==> src/rcf_cfg.svh <==
`ifndef RCF_CFG_SVH
`define RCF_CFG_SVH

// Register offsets (byte addresses on the plain register port).
`define RCF_ADDR_W          8
`define RCF_STATUS_OFS      8'h00
`define RCF_CLEAR_OFS       8'h04
`define RCF_LAST_OFS        8'h08
`define RCF_COUNT_OFS       8'h0c

// Field positions in the status register.
`define RCF_FLAG_W          10
`define RCF_BIT_POWER_UP    0
`define RCF_BIT_BROWNOUT    1
`define RCF_BIT_WAKE_IDLE   2
`define RCF_BIT_WAKE_SLEEP  3
`define RCF_BIT_WATCHDOG    4
`define RCF_BIT_SOFTWARE    6
`define RCF_BIT_EXT_PIN     7
`define RCF_BIT_REG_STBY    8
`define RCF_BIT_CFG_MISM    9

// Reset value and implemented-bit mask of the status register.
`define RCF_STATUS_RESET    10'h003
`define RCF_STATUS_MASK     10'h3df

// Width of the saturating counter of warm resets.
`define RCF_COUNT_W         8
`define RCF_COUNT_MAX       8'hff

`endif

==> src/rcf_pkg.sv <==
package rcf_pkg;

    // Power mode of the core as seen by the reset-cause block.
    typedef enum logic [2:0] {
        RCF_MODE_RUN   = 3'b001,
        RCF_MODE_IDLE  = 3'b010,
        RCF_MODE_SLEEP = 3'b100
    } rcf_mode_t;

    // Code of the most recent reset cause, shown in the snapshot register.
    typedef enum logic [2:0] {
        RCF_CAUSE_POWER_UP = 3'h0,
        RCF_CAUSE_BROWNOUT = 3'h1,
        RCF_CAUSE_WATCHDOG = 3'h2,
        RCF_CAUSE_SOFTWARE = 3'h3,
        RCF_CAUSE_EXT_PIN  = 3'h4,
        RCF_CAUSE_CFG_MISM = 3'h5,
        RCF_CAUSE_WAKE     = 3'h6
    } rcf_cause_t;

endpackage : rcf_pkg

==> src/rcf_flag_bank.sv <==
`timescale 1ns/10ps
`default_nettype none

module rcf_flag_bank #(
    parameter int unsigned           WIDTH     = 10,
    parameter logic [WIDTH-1:0]      RESET_VAL = '0,
    parameter logic [WIDTH-1:0]      IMPL_MASK = '1
) (
    input  wire logic                core_clk_i,
    input  wire logic                reset_i,
    input  wire logic [WIDTH-1:0]    set_i,
    input  wire logic                wr_i,
    input  wire logic [WIDTH-1:0]    wdata_i,
    input  wire logic [WIDTH-1:0]    clr_i,
    output logic      [WIDTH-1:0]    flags_o
);

    logic [WIDTH-1:0] flag_q;
    logic [WIDTH-1:0] flag_d;

    // One sticky bit per position; a hardware set beats any software write or clear
    // in the same cycle so that an event is never lost.
    for (genvar b = 0; b < WIDTH; b++) begin : g_bit
        always_comb begin
            flag_d[b] = flag_q[b] & ~clr_i[b];
            if (wr_i) begin
                flag_d[b] = wdata_i[b];
            end
            flag_d[b] = (flag_d[b] | set_i[b]) & IMPL_MASK[b];
        end

        always_ff @(posedge core_clk_i or posedge reset_i) begin
            if (reset_i) begin
                flag_q[b] <= RESET_VAL[b];
            end else begin
                flag_q[b] <= flag_d[b];
            end
        end
    end

    assign flags_o = flag_q;

endmodule : rcf_flag_bank

`default_nettype wire

==> src/rcf_power_mode.sv <==
`timescale 1ns/10ps
`default_nettype none

module rcf_power_mode (
    input  wire logic                core_clk_i,
    input  wire logic                reset_i,
    input  wire logic                enter_sleep_i,
    input  wire logic                enter_idle_i,
    input  wire logic                wake_i,
    input  wire logic                stay_on_i,
    output rcf_pkg::rcf_mode_t       mode_o,
    output logic                     was_sleep_o,
    output logic                     was_idle_o,
    output logic                     regulator_standby_o
);

    rcf_pkg::rcf_mode_t mode_q;
    rcf_pkg::rcf_mode_t mode_d;

    // Track the low-power mode; any wake or reset event returns the core to run.
    always_comb begin
        mode_d = mode_q;
        unique case (mode_q)
            rcf_pkg::RCF_MODE_RUN: begin
                if (enter_sleep_i) begin
                    mode_d = rcf_pkg::RCF_MODE_SLEEP;
                end else if (enter_idle_i) begin
                    mode_d = rcf_pkg::RCF_MODE_IDLE;
                end
            end
            rcf_pkg::RCF_MODE_IDLE: begin
                if (wake_i) begin
                    mode_d = rcf_pkg::RCF_MODE_RUN;
                end
            end
            rcf_pkg::RCF_MODE_SLEEP: begin
                if (wake_i) begin
                    mode_d = rcf_pkg::RCF_MODE_RUN;
                end
            end
            default: begin
                mode_d = rcf_pkg::RCF_MODE_RUN;
            end
        endcase
    end

    always_ff @(posedge core_clk_i or posedge reset_i) begin
        if (reset_i) begin
            mode_q <= rcf_pkg::RCF_MODE_RUN;
        end else begin
            mode_q <= mode_d;
        end
    end

    // The mode held before the wake is what gets reported.
    assign was_sleep_o = wake_i && (mode_q == rcf_pkg::RCF_MODE_SLEEP);
    assign was_idle_o  = wake_i && (mode_q == rcf_pkg::RCF_MODE_IDLE);
    assign mode_o      = mode_q;

    // In sleep the regulator tracks in standby unless software keeps it on.
    assign regulator_standby_o = (mode_q == rcf_pkg::RCF_MODE_SLEEP) && !stay_on_i; // RULE2

endmodule : rcf_power_mode

`default_nettype wire

==> src/rcf_reset_cause.sv <==
// Notes on behaviour
// RULE1 - A configuration-mismatch reset sets bit 9; zero means none occurred.
// RULE2 - Bit 8 high keeps the regulator on in sleep; low lets it standby-track.
// RULE3 - A reset from the master-clear pin sets bit 7.
// RULE4 - An executed software reset sets bit 6.
// RULE5 - A watchdog timer time-out sets bit 4.
// RULE6 - Bit 3 is set when the device was in sleep before the wake or reset.
// RULE7 - Bit 2 is set when the device was in idle before the wake or reset.
// RULE8 - A brown-out reset sets bit 1.
// RULE9 - A power-on reset sets bit 0.
// RULE10 - Software clears brown-out and power-up bits to see the next such event.
// RULE11 - Flags are set by hardware, read/write to software; power-on gives bits 1,0 set.
// RULE12 - Bits 31 to 10 and bit 5 read zero and ignore writes.
// RULE13 - Only power-on reset clears the flags; warm resets leave them standing.
`timescale 1ns/10ps
`default_nettype none
`include "rcf_cfg.svh"

module rcf_reset_cause #(
    parameter int unsigned ADDR_W = `RCF_ADDR_W
) (
    input  wire logic                core_clk_i,
    input  wire logic                reset_i,
    // Register port.
    input  wire logic [ADDR_W-1:0]   reg_addr_i,
    input  wire logic [31:0]         reg_wdata_i,
    input  wire logic                reg_wr_i,
    input  wire logic                reg_rd_i,
    output logic      [31:0]         reg_rdata_o,
    // Reset and wake causes, levels from the reset generator.
    input  wire logic                config_mismatch_i,
    input  wire logic                master_clear_pin_i,
    input  wire logic                software_reset_i,
    input  wire logic                watchdog_timer_timeout_i,
    input  wire logic                brownout_i,
    input  wire logic                power_up_i,
    // Core power mode requests and wake event.
    input  wire logic                enter_sleep_i,
    input  wire logic                enter_idle_i,
    input  wire logic                wake_i,
    // Status toward the rest of the chip.
    output logic                     regulator_standby_o,
    output logic                     regulator_stay_on_o,
    output rcf_pkg::rcf_mode_t       power_mode_o
);

    localparam int unsigned FW = `RCF_FLAG_W;
    localparam int unsigned CW = `RCF_COUNT_W;

    // Cause inputs are levels that may stay high for many cycles while the
    // reset generator holds the core; only the rising edge counts, so a flag
    // cleared by software is not set again by the same event.
    logic [5:0] cause_lvl;
    logic [5:0] cause_prev_q;
    logic [5:0] cause_prev_d;
    logic [5:0] cause_rise;

    assign cause_lvl = {config_mismatch_i, master_clear_pin_i, software_reset_i,
                        watchdog_timer_timeout_i, brownout_i, power_up_i};

    always_comb begin
        cause_prev_d = cause_lvl;
        cause_rise   = cause_lvl & ~cause_prev_q;
    end

    // The previous level resets high so that a cause still asserted as
    // power-on reset lifts is not counted a second time.
    always_ff @(posedge core_clk_i or posedge reset_i) begin
        if (reset_i) begin
            cause_prev_q <= 6'h3f;
        end else begin
            cause_prev_q <= cause_prev_d;
        end
    end

    // Individual edge pulses, named from the flag they feed.
    logic rise_cfg_mism;
    logic rise_ext_pin;
    logic rise_software;
    logic rise_watchdog;
    logic rise_brownout;
    logic rise_power_up;
    logic warm_reset;
    logic any_wake;

    assign rise_cfg_mism = cause_rise[5];
    assign rise_ext_pin  = cause_rise[4];
    assign rise_software = cause_rise[3];
    assign rise_watchdog = cause_rise[2];
    assign rise_brownout = cause_rise[1];
    assign rise_power_up = cause_rise[0];

    // Warm resets are every cause except power-up; they only add flags.
    assign warm_reset = rise_cfg_mism | rise_ext_pin | rise_software
                      | rise_watchdog | rise_brownout; // RULE13
    // A reset event also ends sleep or idle, so it counts as a wake.
    assign any_wake   = wake_i | warm_reset | rise_power_up;

    // Register decode.
    logic status_sel;
    logic clear_sel;
    logic last_sel;
    logic count_sel;

    assign status_sel = (reg_addr_i == ADDR_W'(`RCF_STATUS_OFS));
    assign clear_sel  = (reg_addr_i == ADDR_W'(`RCF_CLEAR_OFS));
    assign last_sel   = (reg_addr_i == ADDR_W'(`RCF_LAST_OFS));
    assign count_sel  = (reg_addr_i == ADDR_W'(`RCF_COUNT_OFS));

    // Power mode tracking and regulator control.
    logic               was_sleep;
    logic               was_idle;
    logic [FW-1:0]      flags;
    logic               stay_on;

    assign stay_on = flags[`RCF_BIT_REG_STBY];

    rcf_power_mode u_power_mode (
        .core_clk_i          (core_clk_i),
        .reset_i             (reset_i),
        .enter_sleep_i       (enter_sleep_i),
        .enter_idle_i        (enter_idle_i),
        .wake_i              (any_wake),
        .stay_on_i           (stay_on),
        .mode_o              (power_mode_o),
        .was_sleep_o         (was_sleep),
        .was_idle_o          (was_idle),
        .regulator_standby_o (regulator_standby_o)
    );

    assign regulator_stay_on_o = stay_on; // RULE2

    // Hardware set vector for the sticky flags.
    logic [FW-1:0] flag_set;

    always_comb begin
        flag_set                       = '0;
        flag_set[`RCF_BIT_CFG_MISM]    = rise_cfg_mism; // RULE1
        flag_set[`RCF_BIT_EXT_PIN]     = rise_ext_pin;  // RULE3
        flag_set[`RCF_BIT_SOFTWARE]    = rise_software; // RULE4
        flag_set[`RCF_BIT_WATCHDOG]    = rise_watchdog; // RULE5
        flag_set[`RCF_BIT_WAKE_SLEEP]  = was_sleep;     // RULE6
        flag_set[`RCF_BIT_WAKE_IDLE]   = was_idle;      // RULE7
        flag_set[`RCF_BIT_BROWNOUT]    = rise_brownout; // RULE8
        flag_set[`RCF_BIT_POWER_UP]    = rise_power_up; // RULE9
    end

    // Writes to the status word store the low bits; the clear alias takes
    // ones as clears, which spares software a read-modify-write that could
    // drop a flag set between its read and its write.
    logic          status_wr;
    logic [FW-1:0] clear_vec;

    assign status_wr = reg_wr_i && status_sel; // RULE11
    assign clear_vec = (reg_wr_i && clear_sel) ? reg_wdata_i[FW-1:0] : '0; // RULE10

    // Flag bank: reset value has power-up and brown-out set, the mask keeps
    // bit 5 at zero whatever is written.
    rcf_flag_bank #(
        .WIDTH     (FW),
        .RESET_VAL (`RCF_STATUS_RESET), // RULE11
        .IMPL_MASK (`RCF_STATUS_MASK)   // RULE12
    ) u_flag_bank (
        .core_clk_i (core_clk_i),
        .reset_i    (reset_i),
        .set_i      (flag_set),
        .wr_i       (status_wr),
        .wdata_i    (reg_wdata_i[FW-1:0]),
        .clr_i      (clear_vec),
        .flags_o    (flags)
    );

    // Snapshot of the most recent cause; the highest-priority cause wins when
    // several rise together, the master-clear pin being the most deliberate.
    rcf_pkg::rcf_cause_t last_q;
    rcf_pkg::rcf_cause_t last_d;

    always_comb begin
        last_d = last_q;
        if (rise_ext_pin) begin
            last_d = rcf_pkg::RCF_CAUSE_EXT_PIN;
        end else if (rise_cfg_mism) begin
            last_d = rcf_pkg::RCF_CAUSE_CFG_MISM;
        end else if (rise_watchdog) begin
            last_d = rcf_pkg::RCF_CAUSE_WATCHDOG;
        end else if (rise_software) begin
            last_d = rcf_pkg::RCF_CAUSE_SOFTWARE;
        end else if (rise_brownout) begin
            last_d = rcf_pkg::RCF_CAUSE_BROWNOUT;
        end else if (rise_power_up) begin
            last_d = rcf_pkg::RCF_CAUSE_POWER_UP;
        end else if (was_sleep || was_idle) begin
            last_d = rcf_pkg::RCF_CAUSE_WAKE;
        end
    end

    always_ff @(posedge core_clk_i or posedge reset_i) begin
        if (reset_i) begin
            last_q <= rcf_pkg::RCF_CAUSE_POWER_UP;
        end else begin
            last_q <= last_d;
        end
    end

    // Saturating count of warm resets since power-on or since software last
    // wrote the counter; a new reset in the write cycle still counts.
    logic [CW-1:0] count_q;
    logic [CW-1:0] count_d;

    always_comb begin
        count_d = count_q;
        if (reg_wr_i && count_sel) begin
            count_d = '0;
        end
        if (warm_reset && (count_d != CW'(`RCF_COUNT_MAX))) begin
            count_d = count_d + CW'(1);
        end
    end

    always_ff @(posedge core_clk_i or posedge reset_i) begin
        if (reset_i) begin
            count_q <= '0;
        end else begin
            count_q <= count_d;
        end
    end

    // Read data register: valid in the cycle after the read strobe only;
    // unmapped addresses and unimplemented bits answer zero.
    logic [31:0] rdata_q;
    logic [31:0] rdata_d;

    always_comb begin
        rdata_d = '0;
        if (reg_rd_i) begin
            if (status_sel) begin
                rdata_d[FW-1:0] = flags; // RULE12
            end else if (last_sel) begin
                rdata_d[2:0] = last_q;
            end else if (count_sel) begin
                rdata_d[CW-1:0] = count_q;
            end
        end
    end

    always_ff @(posedge core_clk_i or posedge reset_i) begin
        if (reset_i) begin
            rdata_q <= '0;
        end else begin
            rdata_q <= rdata_d;
        end
    end

    assign reg_rdata_o = rdata_q;

endmodule : rcf_reset_cause

`default_nettype wire

==> config.mk <==
export PLATFORM = sky130hd
export DESIGN_NAME = rcf_reset_cause
export DESIGN_NICKNAME = d
export VERILOG_FILES = /design/src/rcf_pkg.sv /design/src/rcf_flag_bank.sv /design/src/rcf_power_mode.sv /design/src/rcf_reset_cause.sv
export VERILOG_INCLUDE_DIRS = /design/src
export SDC_FILE = /design/constraint.sdc
export NUM_CORES = 1
export LEC_CHECK = 0
export BUFFER_PORTS_ARGS = -buffer_cell sky130_fd_sc_hd__buf_2
export CAP_MARGIN = 20
export CORE_ASPECT_RATIO = 0.6
export CORE_UTILIZATION = 35
export CTS_CLUSTER_DIAMETER = 50
export DETAILED_ROUTE_END_ITERATION = 12
export PLACE_DENSITY_LB_ADDON = 0.25
export REMOVE_ABC_BUFFERS = 1
export SLEW_MARGIN = 5
export SYNTH_ARGS = -nofsm -noshare
export SYNTH_HDL_FRONTEND = slang
export SYNTH_SLANG_ARGS = --single-unit
==> constraint.sdc <==
create_clock -name core_clk_i -period 2.34 [get_ports core_clk_i]
set_input_delay 0.585 -clock core_clk_i [delete_from_list [all_inputs] [get_ports core_clk_i]]
set_output_delay 0.585 -clock core_clk_i [all_outputs]
set_load 0.005 [all_outputs]
After elaboration in Yosys (flattened, before gate mapping) --
Index checks and enable logic that the tools add are counted.
Storage, ports and cells: word-level logic and storage cells 100, memories 0, register bits after elaboration 39, input bits 53, memory bits (read-only) 0, memory bits (writable) 0, bits in latches 0
Cells by class: order comparisons 0, $add $sub $neg 1, eq/ne operators 9, shift operators 0, div/mod/pow operators 0, bitwise logic cells 34, muxes and demuxes 29, reduce and logical (&&, ||, !) cells 13, multiply operators 0
Operators by type and width (count):
- $mux W3 | 11
- $mux W8 | 4
- $mux W10 | 2
- $eq A8 B4 Y1 const B | 2
- $or A1 B1 Y1 | 14
- $and A1 B1 Y1 | 9
- $mux W1 | 9
- $not A1 Y1 | 9
- $add A8 B1 Y8 const B | 1
- $eq A8 B3 Y1 const B | 1
- $logic_not A8 Y1 | 1
- $ne A8 B8 Y1 const B | 1
- $logic_and A1 B1 Y1 | 7
- $reduce_bool A7 Y1 | 1
- $and A6 B6 Y6 | 1
- $not A6 Y6 | 1
- $pmux W3 S2 | 1
- $mux W5 | 1
- $eq A3 B1 Y1 const B | 1
- $eq A3 B2 Y1 const B | 1
- $eq A3 B3 Y1 const B | 1
- $ne A3 B3 Y1 const B | 1
- $mux W2 | 1
- $ne A2 B1 Y1 const B | 1
- 4 further kinds | 4

Longest topological paths before layout --
Gate-level depths: netlist (run 1).
word-level depth 17, depth in mapped cells 12

Cells and area by module --
From an unflattened synthesis (run 1), not the netlist that was laid out.
Second synthesis, totals: cell total of the unflattened synthesis 213, area total of the unflattened synthesis 2197.1 um^2
By module, submodules not included:
- rcf_reset_cause | area each 1612.8 um^2, instances 1, cells an instance 154
- rcf_flag_bank | area each 406.6 um^2, instances 1, cells an instance 39
- rcf_power_mode | area each 177.7 um^2, instances 1, cells an instance 20

Least setup slack after synthesis (run 1) --
No wires, ideal clock.
kind in2reg, start input reg_addr_i[3], end register count_q[7], data arrival time 2.301 ns, slack -0.083 ns, buffers on the path 2, stages on the path 11, cells stage by stage buf_2 -> and2_1 -> buf_2 -> nand4_1 -> nand2_1 -> inv_1 -> ha_1 -> a2111oi_0 -> o21ai_0 -> xor2_1 -> nor2_1
On the way: word-level cells in the longest chain between the ends 6, elaborated cells between the ends (all ways) 7, those cells by class 1 x add/sub; 2 x eq/ne; 2 x mux; 2 x reduce/logical
Ends and longest elaborated chain:
- start: declaration | line rcf_reset_cause.sv:25 | input wire logic [ADDR_W-1:0] reg_addr_i,
- $eq A8 B4 Y1 * | line rcf_reset_cause.sv:108 | assign count_sel = (reg_addr_i == ADDR_W'(`RCF_COUNT_OFS));
- $logic_and A1 B1 Y1 * | line rcf_reset_cause.sv:212 | if (reg_wr_i && count_sel) begin
- $mux W8 * | line rcf_reset_cause.sv:212
- parallel branches: the longest is 2 deep, another holds $add A8 B1 Y8
- $mux W8 * | line rcf_reset_cause.sv:215 | if (warm_reset && (count_d != CW'(`RCF_COUNT_MAX))) begin
- via count_d[7] | line rcf_reset_cause.sv:208 | logic [CW-1:0] count_d;
- end signal: assignment | line rcf_reset_cause.sv:224 | count_q <= count_d;
- end: declaration | line rcf_reset_cause.sv:207 | logic [CW-1:0] count_q;
Mark *: on every way through the listed nets, which the timed path passes. A chain may end at the register's enable or synchronous reset.

Worst setup path in the final report (run 1) --
start input reg_addr_i[7], end register count_q[3]
Same word-level chain as after synthesis.

==> results.tsv, run 1 <==
metric	value	unit
status	finished, final reports clean	
syn_area	0.00210	mm^2
layout_common_cells	44 x buf_2, 30 x dfrtp_1, 24 x nor2_1	
synth_edf_count	0	
fin_ws	0.114	ns
start_kind	primary input	
vdd_ir_drop_max	264	uV
grt_remaining_overflow	0	
drtIter0Drc	108	
clock_latency	0.30	ns
htreeDepth	2	
clk_root_buffer_cell	clkbuf_8	
r2r_slack	0.51	ns
ys_ff_latch	39	
layout_commonest_cell	buf_2	
grt_pass1_wl	7940	um
drcViolationCount	0	
r2r_end	count_q[0]	
grt_pass1_vias	1576	
synthCells	220	
powerDensity	814	mW/mm^2
grt_max_degree	40	
period_needed	2.23	ns
syn_area_per_cell	9.55	um^2
total_leakage_power	1.25	nW
fp.dieArea	0.00633	mm^2
yosys_most_used_dff	dfrtp_1	
ys_top_cells_by_area	dfrtp_1 36%, dfstp_2 11%, buf_4 7.9%	
hold_path.class	primary input to flip-flop	
cts_tree	yes	
setup_violations	0	
clock_sinks	39	
crit_path_top_delay_cell	nor4_4	
drt-wirelength-per-cell	14.0	um
yosys.cell_types.count	49	
slew_violations	0	
core_area	0.00568	mm^2
maxCapViolations	0	
yosysTopAreaCell	dfrtp_1	
die_w	102	um
postCtsHoldBufs	0	
postRouteAntennaNets	0	
worst_slew_pin_slew	0.503	ns
cts.path.max_buffers	2	
relSlewSlack	66.5	%
clock-skew-final	0.0107	ns
clkTransAtPathRegs	0.08	ns
grt_usage	17.4	%
timing.rr.start	count_q[0]	
numCtsBuffers	5	
vias_per_cell	4.83	
ys_warn_count	0	
syn_to_final_growth	21.3	%
p_total	2.07	mW
crit_type	primary input to flip-flop	
initial_utilization	37.0	%
cp_data_arrival_time	2.40	ns
portBuffers	44	
antenna_found_initial	0	
rows	21	
rsz0062_at_grt	true	
detailedPlace.worstSlack	-0.262	ns
hold_depth	1	
io_pins	90	
reg2reg_depth	10	
gp_congestion	0.825	
slowest_delay	0.25	ns
async_flop_share	100	%
hpwl	3820	um
critPathMostFrequentCell	buf_4	
nets	333	
first_pass_iters	4	
fmax	0.449	GHz
fin_crit_sh	95.1	%
routed_wl	5050	um
min_to	cause_prev_q[5]	
crit_path_end_kind	flip-flop	
required	2.52	ns
hold_viol_final	0	
layout-drive-gt1-share	28.2	%
antenna_cells	0	
crit_path_max_fanout	4	
ys_seq_area_share	47.0	%
die_y	62.0	um
path_cells	buf_2, nor4_4, buf_4, nand4_1, nand2_1, inv_1, ha_1, buf_4, nand3_1, buf_4, nor2_1, nor3_1, nor3_1	
synth_top_area_share	35.7	%
worstHoldStart	config_mismatch_i	
dr_total_vias	1737	
[synthesized netlist by cell type, types with 4 or more instances]
cell type	n
a22oi_1	4
nand2_1	16
and3_1	5
nand2b_1	9
nor3_1	9
dfrtp_1	30
nor2_1	24
nor2b_1	4
o21ai_0	7
buf_4	22
inv_1	13
dfstp_2	9
a311oi_1	4
a21oi_1	8
nand3_1	8
[power by group]
| part | leakage, nW | internal [mW] | switching [mW] |
|---|---|---|---|
| combinational | 0.725 | 0.204 | 0.247 |
| sequential | 0.457 | 0.785 | 0.157 |
| clock | 0.0644 | 0.425 | 0.256 |
[area by class of cell]
cell class	instances	area, um^2
Sequential cell	39	987
Timing Repair Buffer	56	310
Multi-Input combinational cell	164	967
Inverter	13	48.8
Tap cell	80	100
Fill cell	574	3130
Clock inverter	3	67.6
Clock buffer	5	68.8
[critical path, delay by kind of cell]
| kind | cells | cell delay [ns] |
|---|---|---|
| simple gates | 7 | 0.97 |
| buf+inv | 5 | 0.60 |
| fa+ha+maj | 1 | 0.22 |
[how the worst max path moves through the flow]
stage	startpoint	end	cells past startpoint
6_report	reg_addr_i[7]	count_q[3]	13
5_1_grt	reg_addr_i[7]	count_q[7]	11
4_1_cts	reg_addr_i[7]	count_q[7]	11
3_5_place_dp	reg_addr_i[7]	count_q[7]	11
3_3_place_gp	reg_addr_i[7]	count_q[7]	11
2_1_floorplan	reg_addr_i[7]	count_q[7]	9
[state kept, by name (all words and copies together) (netlist names)]
signal	cells
u_power_mode.mode_o	3
cause_prev_q	6
count_q	8
last_q	3
u_flag_bank.flags_o	9
reg_rdata_o	10
[cell families (layout without fill, tap and decap cells)]
family                   Yosys count  in the layout  share of synthesized area [%]
AND/OR/NAND/NOR                   91             91                           23.6
AO/OA/AOI/OAI                     44             44                           15.2
flip-flops                        39             39                           47.0
buffers and inverters             38             77                           10.8
XOR/XNOR                           3              3                           1.25
multiplexers                       3              3                           1.43
adder cells (fa/ha/maj)            1              1                          0.595
other                              1             22                          0.178
[stage by stage]
step	cell area, um^2	setup TNS [ns]	hold WS, ns	cells	util (%)
floorplan	2000	0	0.447	216	-
global placement	2400	-1.37	0.466	350	42.2
detailed placement	2400	-1.24	0.471	350	42.2
CTS	2530	0	0.386	358	44.6
global route	2550	-0.0278	0.379	360	44.9
finish	2550	0	0.393	360	44.9
[routing by layer]
| metal | global-route usage, % | part of all wire (%) | vias up |
|---|---|---|---|
| met4 | 3.67 | 0.49 | 0 |
| met3 | 4.92 | 7.0 | 4 |
| li1 | - | - | 853 |
| met5 | 0 | 0 | - |
| met2 | 22.4 | 36 | 77 |
| met1 | 27.7 | 57 | 803 |
[timing repair]
item                                    CTS  global route
gates resized for setup                   0             3
endpoints found under the setup margin    0             5
setup buffers                             0             2
endpoints found under the hold margin     0             0
Note: power is estimated with default switching activity, not from simulation.
==> run 2, diff against run 1 <==
--- a/config.mk
+++ b/config.mk
@@ -9,10 +9,11 @@
 export BUFFER_PORTS_ARGS = -buffer_cell sky130_fd_sc_hd__buf_2
 export CAP_MARGIN = 20
 export CORE_ASPECT_RATIO = 0.6
-export CORE_UTILIZATION = 35
+export CORE_UTILIZATION = 40
+export CTS_BUF_LIST = sky130_fd_sc_hd__clkbuf_4 sky130_fd_sc_hd__clkbuf_8 sky130_fd_sc_hd__clkbuf_16
 export CTS_CLUSTER_DIAMETER = 50
 export DETAILED_ROUTE_END_ITERATION = 12
-export PLACE_DENSITY_LB_ADDON = 0.25
+export PLACE_DENSITY = 0.78
 export REMOVE_ABC_BUFFERS = 1
 export SLEW_MARGIN = 5
 export SYNTH_ARGS = -nofsm -noshare
==> run 2 against run 1 <==
Wire length is 4.8% lower; via count up 3.1%; core utilization up 4.7 points; global-route usage is 1.8 points higher; clock skew is 0.0032 ns lower; clock power fell by 17%; first-iteration DRC count decreased by 11%; sequential share of layout area increased by 0.66 points; die area shrank 12%; power down 4.8%; critical path type unchanged.
==> results.tsv, run 2 (synthesized netlist as in run 1, its figures left out) <==
metric	value	unit	change
drcViolationCount	0		unchanged
vias_per_cell	5.22		was 4.83
cp_data_arrival_time	2.42	ns	was 2.40 ns
largest_reg_flops	10		unchanged
path_delay_family	simple AND/OR/NAND/NOR gates		unchanged
htreeDepth	2		unchanged
grt_pass1_wl	7910	um	was 7940 um
antenna_cells	0		unchanged
vdd_ir_drop_max	240	uV	was 264 uV
clk_root_buffer_cell	clkbuf_8		unchanged
clock-skew-final	0.00749	ns	was 0.0107 ns
crit_buf_inv	3		was 5
cts.path.max_buffers	2		unchanged
fin_area	0.00251	mm^2	was 0.00255 mm^2
routed_wl	4810	um	was 5050 um
initial_utilization	41.6	%	was 37.0%
grt_remaining_overflow	0		unchanged
hold_viol_final	0		unchanged
clock_latency	0.29	ns	was 0.30 ns
holdWs	0.392	ns	was 0.393 ns
die_y	58.2	um	was 62.0 um
postRouteAntennaNets	0		unchanged
layout_common_cells	44 x buf_2, 30 x dfrtp_1, 24 x nor2_1		unchanged
slew_violations	0		unchanged
grt_usage	19.2	%	was 17.4%
path_cells	buf_2, nor4_4, nand4_1, nand2_1, inv_1, ha_2, buf_4, nand3_2, o211a_1, o21ai_0, xor2_1, nor2_1		was buf_2, nor4_4, buf_4, nand4_1, nand2_1, inv_1, ha_1, buf_4, nand3_1, buf_4, nor2_1, nor3_1, nor3_1
drtIter0Drc	96		was 108
layout-drive-gt1-share	28.9	%	was 28.2%
multiInputGateArea	985	um^2	was 967 um^2
first_pass_iters	4		unchanged
core_area	0.00505	mm^2	was 0.00568 mm^2
io_pins	90		unchanged
antenna_found_initial	0		unchanged
grt_pass1_vias	1611		was 1,576
grt_max_degree	40		unchanged
crit_type	primary input to flip-flop		unchanged
fmax	0.456	GHz	was 0.449 GHz
placed_cell_area	0.00237	mm^2	was 0.00240 mm^2
clock_sinks	39		unchanged
portBuffers	44		unchanged
fin_ws	0.146	ns	was 0.114 ns
fin_crit_sh	93.7	%	was 95.1%
status	finished, final reports clean		unchanged
final_util	49.6	%	was 44.9%
postCtsHoldBufs	0		unchanged
start_kind	primary input		unchanged
rows	20		was 21
gp_congestion	0.856		was 0.825
seqCellArea	987	um^2	unchanged
nets	330		was 333
num-fill-cells	467		was 574
slowest_delay	0.40	ns	was 0.25 ns
cts_tree	yes		unchanged
layout_commonest_cell	buf_2		unchanged
drt-wirelength-per-cell	14.0	um	about the same
crit_path_end_kind	flip-flop		unchanged
powerDensity	788	mW/mm^2	was 814 mW/mm^2
setup_violations	0		unchanged
postCtsSetupRepairBufs	0		unchanged
hpwl	3600	um	was 3820 um
crit_path_max_fanout	5		was 4
maxCapViolations	0		unchanged
clkTransAtPathRegs	0.08	ns	about the same
syn_to_final_growth	19.3	%	was 21.3%
required	2.57	ns	was 2.52 ns
hold_path.class	primary input to async pin		was primary input to flip-flop
dr_total_vias	1790		was 1,737
total_leakage_power	1.23	nW	was 1.25 nW
crit_path_top_delay_cell	nor4_4		unchanged
detailedPlace.worstSlack	-0.246	ns	was -0.262 ns
period_needed	2.19	ns	was 2.23 ns
fp.dieArea	0.00556	mm^2	was 0.00633 mm^2
numCtsBuffers	5		unchanged
die_w	95.6	um	was 102 um
==> run 2: cell count changes in the layout (fill, tap and decap cells not counted), sizes merged <==
cell,previous run,this run
buf,56,53
bufinv,2,1
clkinv,0,2
clkinvlp,1,0
==> run 2: report_power, final <==
group	internal, mW	switching, mW	total, mW	leakage (nW)
logic	0.209	0.256	0.464	0.715
clock network	0.318	0.251	0.569	0.0581
registers	0.785	0.157	0.942	0.457
total	1.31	0.663	1.97	1.23
==> run 2: final timing paths <==
path                                              from                     end  slack [ns]  cells past startpoint
worst max-delay path                     reg_addr_i[4]              count_q[5]        0.15                     12
worst min register to register  u_flag_bank.flags_o[9]  u_flag_bank.flags_o[9]        0.50                      2
worst max register to register         cause_prev_q[5]  u_flag_bank.flags_o[3]        0.54                      5
min in group core_clk_i               software_reset_i         cause_prev_q[3]        0.39                      1
worst min-delay path                           reset_i  u_flag_bank.flags_o[2]        0.39                      3
max in group asynchronous                      reset_i         cause_prev_q[1]        1.57                      3
==> run 2: what timing repair did <==
item                                    in CTS  in global routing
resized for setup                            0                  7
endpoints found under the setup margin       0                  6
endpoints found under the hold margin        0                  0
==> run 2: per-layer routing <==
layer / global-route usage (%) / part of all wire [%] / vias up / wire (um)
met5: 0 / 0 / - / 0
met3: 6.17 / 8.5 / 4 / 408
met4: 4.48 / 0.52 / 0 / 25
li1: - / - / 846 / -
met1: 28.8 / 49 / 864 / 2340
met2: 26.6 / 42 / 76 / 2040
==> run 2: tightest hold or removal path, stage by stage <==
cell	delay [ns]
buf_2	0.09
inv_1	0.04
buf_4	0.42
==> run 2: layout make-up <==
type / instances / share of cell area (%)
Sequential cell: 39 / 39.4
Timing Repair Buffer: 53 / 11.6
Clock inverter: 3 / 1.75
Multi-Input combinational cell: 164 / 39.3
Clock buffer: 5 / 2.74
Inverter: 13 / 1.95
Tap cell: 66 / 3.29
==> run 2: through the flow <==
step | setup TNS [ns] | cells | power (mW)
2_1_floorplan | 0 | 216 | 1.20
3_3_place_gp | -0.970 | 335 | 1.37
3_5_place_dp | -1.16 | 335 | 1.38
4_1_cts | 0 | 343 | 1.95
5_1_grt | -0.0405 | 343 | 2.11
6_report | 0 | 343 | 1.97
==> run 3, diff against run 2 <==
--- a/config.mk
+++ b/config.mk
@@ -8,12 +8,14 @@
 export LEC_CHECK = 0
 export BUFFER_PORTS_ARGS = -buffer_cell sky130_fd_sc_hd__buf_2
 export CAP_MARGIN = 20
+export CELL_PAD_IN_SITES_DETAIL_PLACEMENT = 1
+export CELL_PAD_IN_SITES_GLOBAL_PLACEMENT = 1
 export CORE_ASPECT_RATIO = 0.6
-export CORE_UTILIZATION = 40
+export CORE_UTILIZATION = 37
 export CTS_BUF_LIST = sky130_fd_sc_hd__clkbuf_4 sky130_fd_sc_hd__clkbuf_8 sky130_fd_sc_hd__clkbuf_16
 export CTS_CLUSTER_DIAMETER = 50
 export DETAILED_ROUTE_END_ITERATION = 12
-export PLACE_DENSITY = 0.78
+export PLACE_DENSITY = 0.93
 export REMOVE_ABC_BUFFERS = 1
 export SLEW_MARGIN = 5
 export SYNTH_ARGS = -nofsm -noshare
==> run 3 against run 2 <==
Clock skew decreased by 0.0035 ns; sequential share of layout area increased by 0.32 points; die area increased by 7.9%; final area decreased by 0.80%; first-iteration DRC count increased by 5.2%; non-clock buffer count unchanged; power decreased by 1.3%; critical path depth unchanged; core utilization decreased by 2.3 points; global-route usage increased by 0.94 points; critical path type unchanged; highest routed layer unchanged.
==> results.tsv, run 3 (synthesized netlist as in run 1, its figures left out) <==
metric	value	unit	change
status	finished, final reports clean		unchanged
routed_wl	5650	um	was 4810 um
total_leakage_power	1.22	nW	was 1.23 nW
crit_type	primary input to flip-flop		unchanged
fmax	0.447	GHz	was 0.456 GHz
setup_violations	0		unchanged
cp_data_arrival_time	2.41	ns	was 2.42 ns
maxCapViolations	0		unchanged
layout-drive-gt1-share	28.2	%	was 28.9%
grt_usage	20.1	%	was 19.2%
rows	20		unchanged
clk_root_buffer_cell	clkbuf_8		unchanged
first_pass_iters	4		unchanged
antenna_found_initial	0		unchanged
hold_path.class	primary input to async pin		unchanged
fp.dieArea	0.00600	mm^2	was 0.00556 mm^2
vdd_ir_drop_max	312	uV	was 240 uV
syn_to_final_growth	18.3	%	was 19.3%
fin_ws	0.100	ns	was 0.146 ns
fin_crit_sh	95.7	%	was 93.7%
clock-skew-final	0.00402	ns	was 0.00749 ns
layout_common_cells	44 x buf_2, 30 x dfrtp_1, 24 x nor2_1		unchanged
hpwl	4260	um	was 3600 um
powerDensity	784	mW/mm^2	was 788 mW/mm^2
vias_per_cell	5.23		was 5.22
initial_utilization	40.0	%	was 41.6%
dr_total_vias	1795		was 1,790
htreeDepth	2		unchanged
postRouteAntennaNets	0		unchanged
crit_path_top_delay_cell	nor4_4		unchanged
numCtsBuffers	5		unchanged
p_total	1.95	mW	was 1.97 mW
rsz0062_at_grt	false		
path_cells	buf_2, nor4_4, nand4_1, nand2_1, inv_1, ha_1, buf_4, nand3_1, buf_4, nor2_1, nor3_1, nor3_1		was buf_2, nor4_4, nand4_1, nand2_1, inv_1, ha_2, buf_4, nand3_2, o211a_1, o21ai_0, xor2_1, nor2_1
drcViolationCount	0		unchanged
grt_pass1_vias	1758		was 1,611
largest_reg_flops	10		unchanged
fin_area	0.00249	mm^2	was 0.00251 mm^2
grt_max_degree	40		unchanged
clock_latency	0.30	ns	was 0.29 ns
r2r_slack	0.49	ns	was 0.54 ns
clock_sinks	39		unchanged
period_needed	2.24	ns	was 2.19 ns
holdWs	0.385	ns	was 0.392 ns
layout_commonest_cell	buf_2		unchanged
cts_resized	0		unchanged
postCtsHoldBufs	0		unchanged
final_util	47.3	%	was 49.6%
slowest_delay	0.29	ns	was 0.40 ns
core_area	0.00526	mm^2	was 0.00505 mm^2
antenna_cells	0		unchanged
gp_congestion	0.917		was 0.856
cts.path.max_buffers	2		unchanged
detailedPlace.worstSlack	-0.157	ns	was -0.246 ns
placed_cell_area	0.00237	mm^2	unchanged
grt_pass1_wl	8980	um	was 7910 um
slew_violations	0		unchanged
die_w	99.3	um	was 95.6 um
die_y	60.4	um	was 58.2 um
grt_remaining_overflow	0		unchanged
drtIter0Drc	101		was 96
portBuffers	44		unchanged
postCtsSetupRepairBufs	0		unchanged
clkTransAtPathRegs	0.08	ns	about the same
crit_path_max_fanout	4		was 5
hold_viol_final	0		unchanged
nets	330		unchanged
io_pins	90		unchanged
start_kind	primary input		unchanged
cts_tree	yes		unchanged
crit_path_end_kind	flip-flop		unchanged
drt-wirelength-per-cell	16.5	um	was 14.0 um
required	2.52	ns	was 2.57 ns
## run 3: changes by cell type in the layout (fill, tap and decap cells not counted)
cell	previous run	this run
buf_6	1	0
clkinv_4	1	0
bufinv_16	1	0
ha_2	1	0
buf_4	8	9
clkinv_2	1	0
nand3_2	1	0
clkbuf_4	0	1
clkbuf_8	5	7
nand3_1	7	8
ha_1	0	1
## run 3: layout make-up
class,instances,area (um^2)
fill,640,2770
sequential,39,987
multi-input combinational,164,977
timing repair buffer,53,288
clock buffer,8,104
tap,66,82.6
inverter,13,48.8
## run 3: path summary, 6_finish.rpt
kind / start / cells past startpoint / to
max: reg_addr_i[7] / 12 / count_q[3]
min: reset_i / 3 / u_power_mode.mode_o[2]
max in group asynchronous: reset_i / 3 / cause_prev_q[2]
min reg2reg: u_flag_bank.flags_o[9] / 2 / u_flag_bank.flags_o[9]
min in group core_clk_i: config_mismatch_i / 1 / cause_prev_q[5]
max reg2reg: cause_prev_q[5] / 5 / u_flag_bank.flags_o[3]
## run 3: layer usage
metal	vias to the layer above	share of wire (%)	track usage, %
li1	850	-	-
met4	0	0.34	5.04
met3	3	7.2	4.15
met5	-	0	0
met1	871	49	28.5
met2	71	44	32.0
## run 3: critical path, delay by kind of cell
kind	cells	cell delay [ns]
fa+ha+maj	1	0.22
buf+inv	4	0.47
simple gates	7	1.16
## run 3: report_power, final
part | switching [mW] | internal (mW)
Clock | 0.246 | 0.281
Sequential | 0.155 | 0.786
Combinational | 0.278 | 0.204
## run 3: per-stage QoR
stage,setup TNS (ns),instances
3_3_place_gp,-0.420,335
3_5_place_dp,-0.705,335
2_1_floorplan,0,216
6_report,0,343
5_1_grt,0,343
4_1_cts,0,343
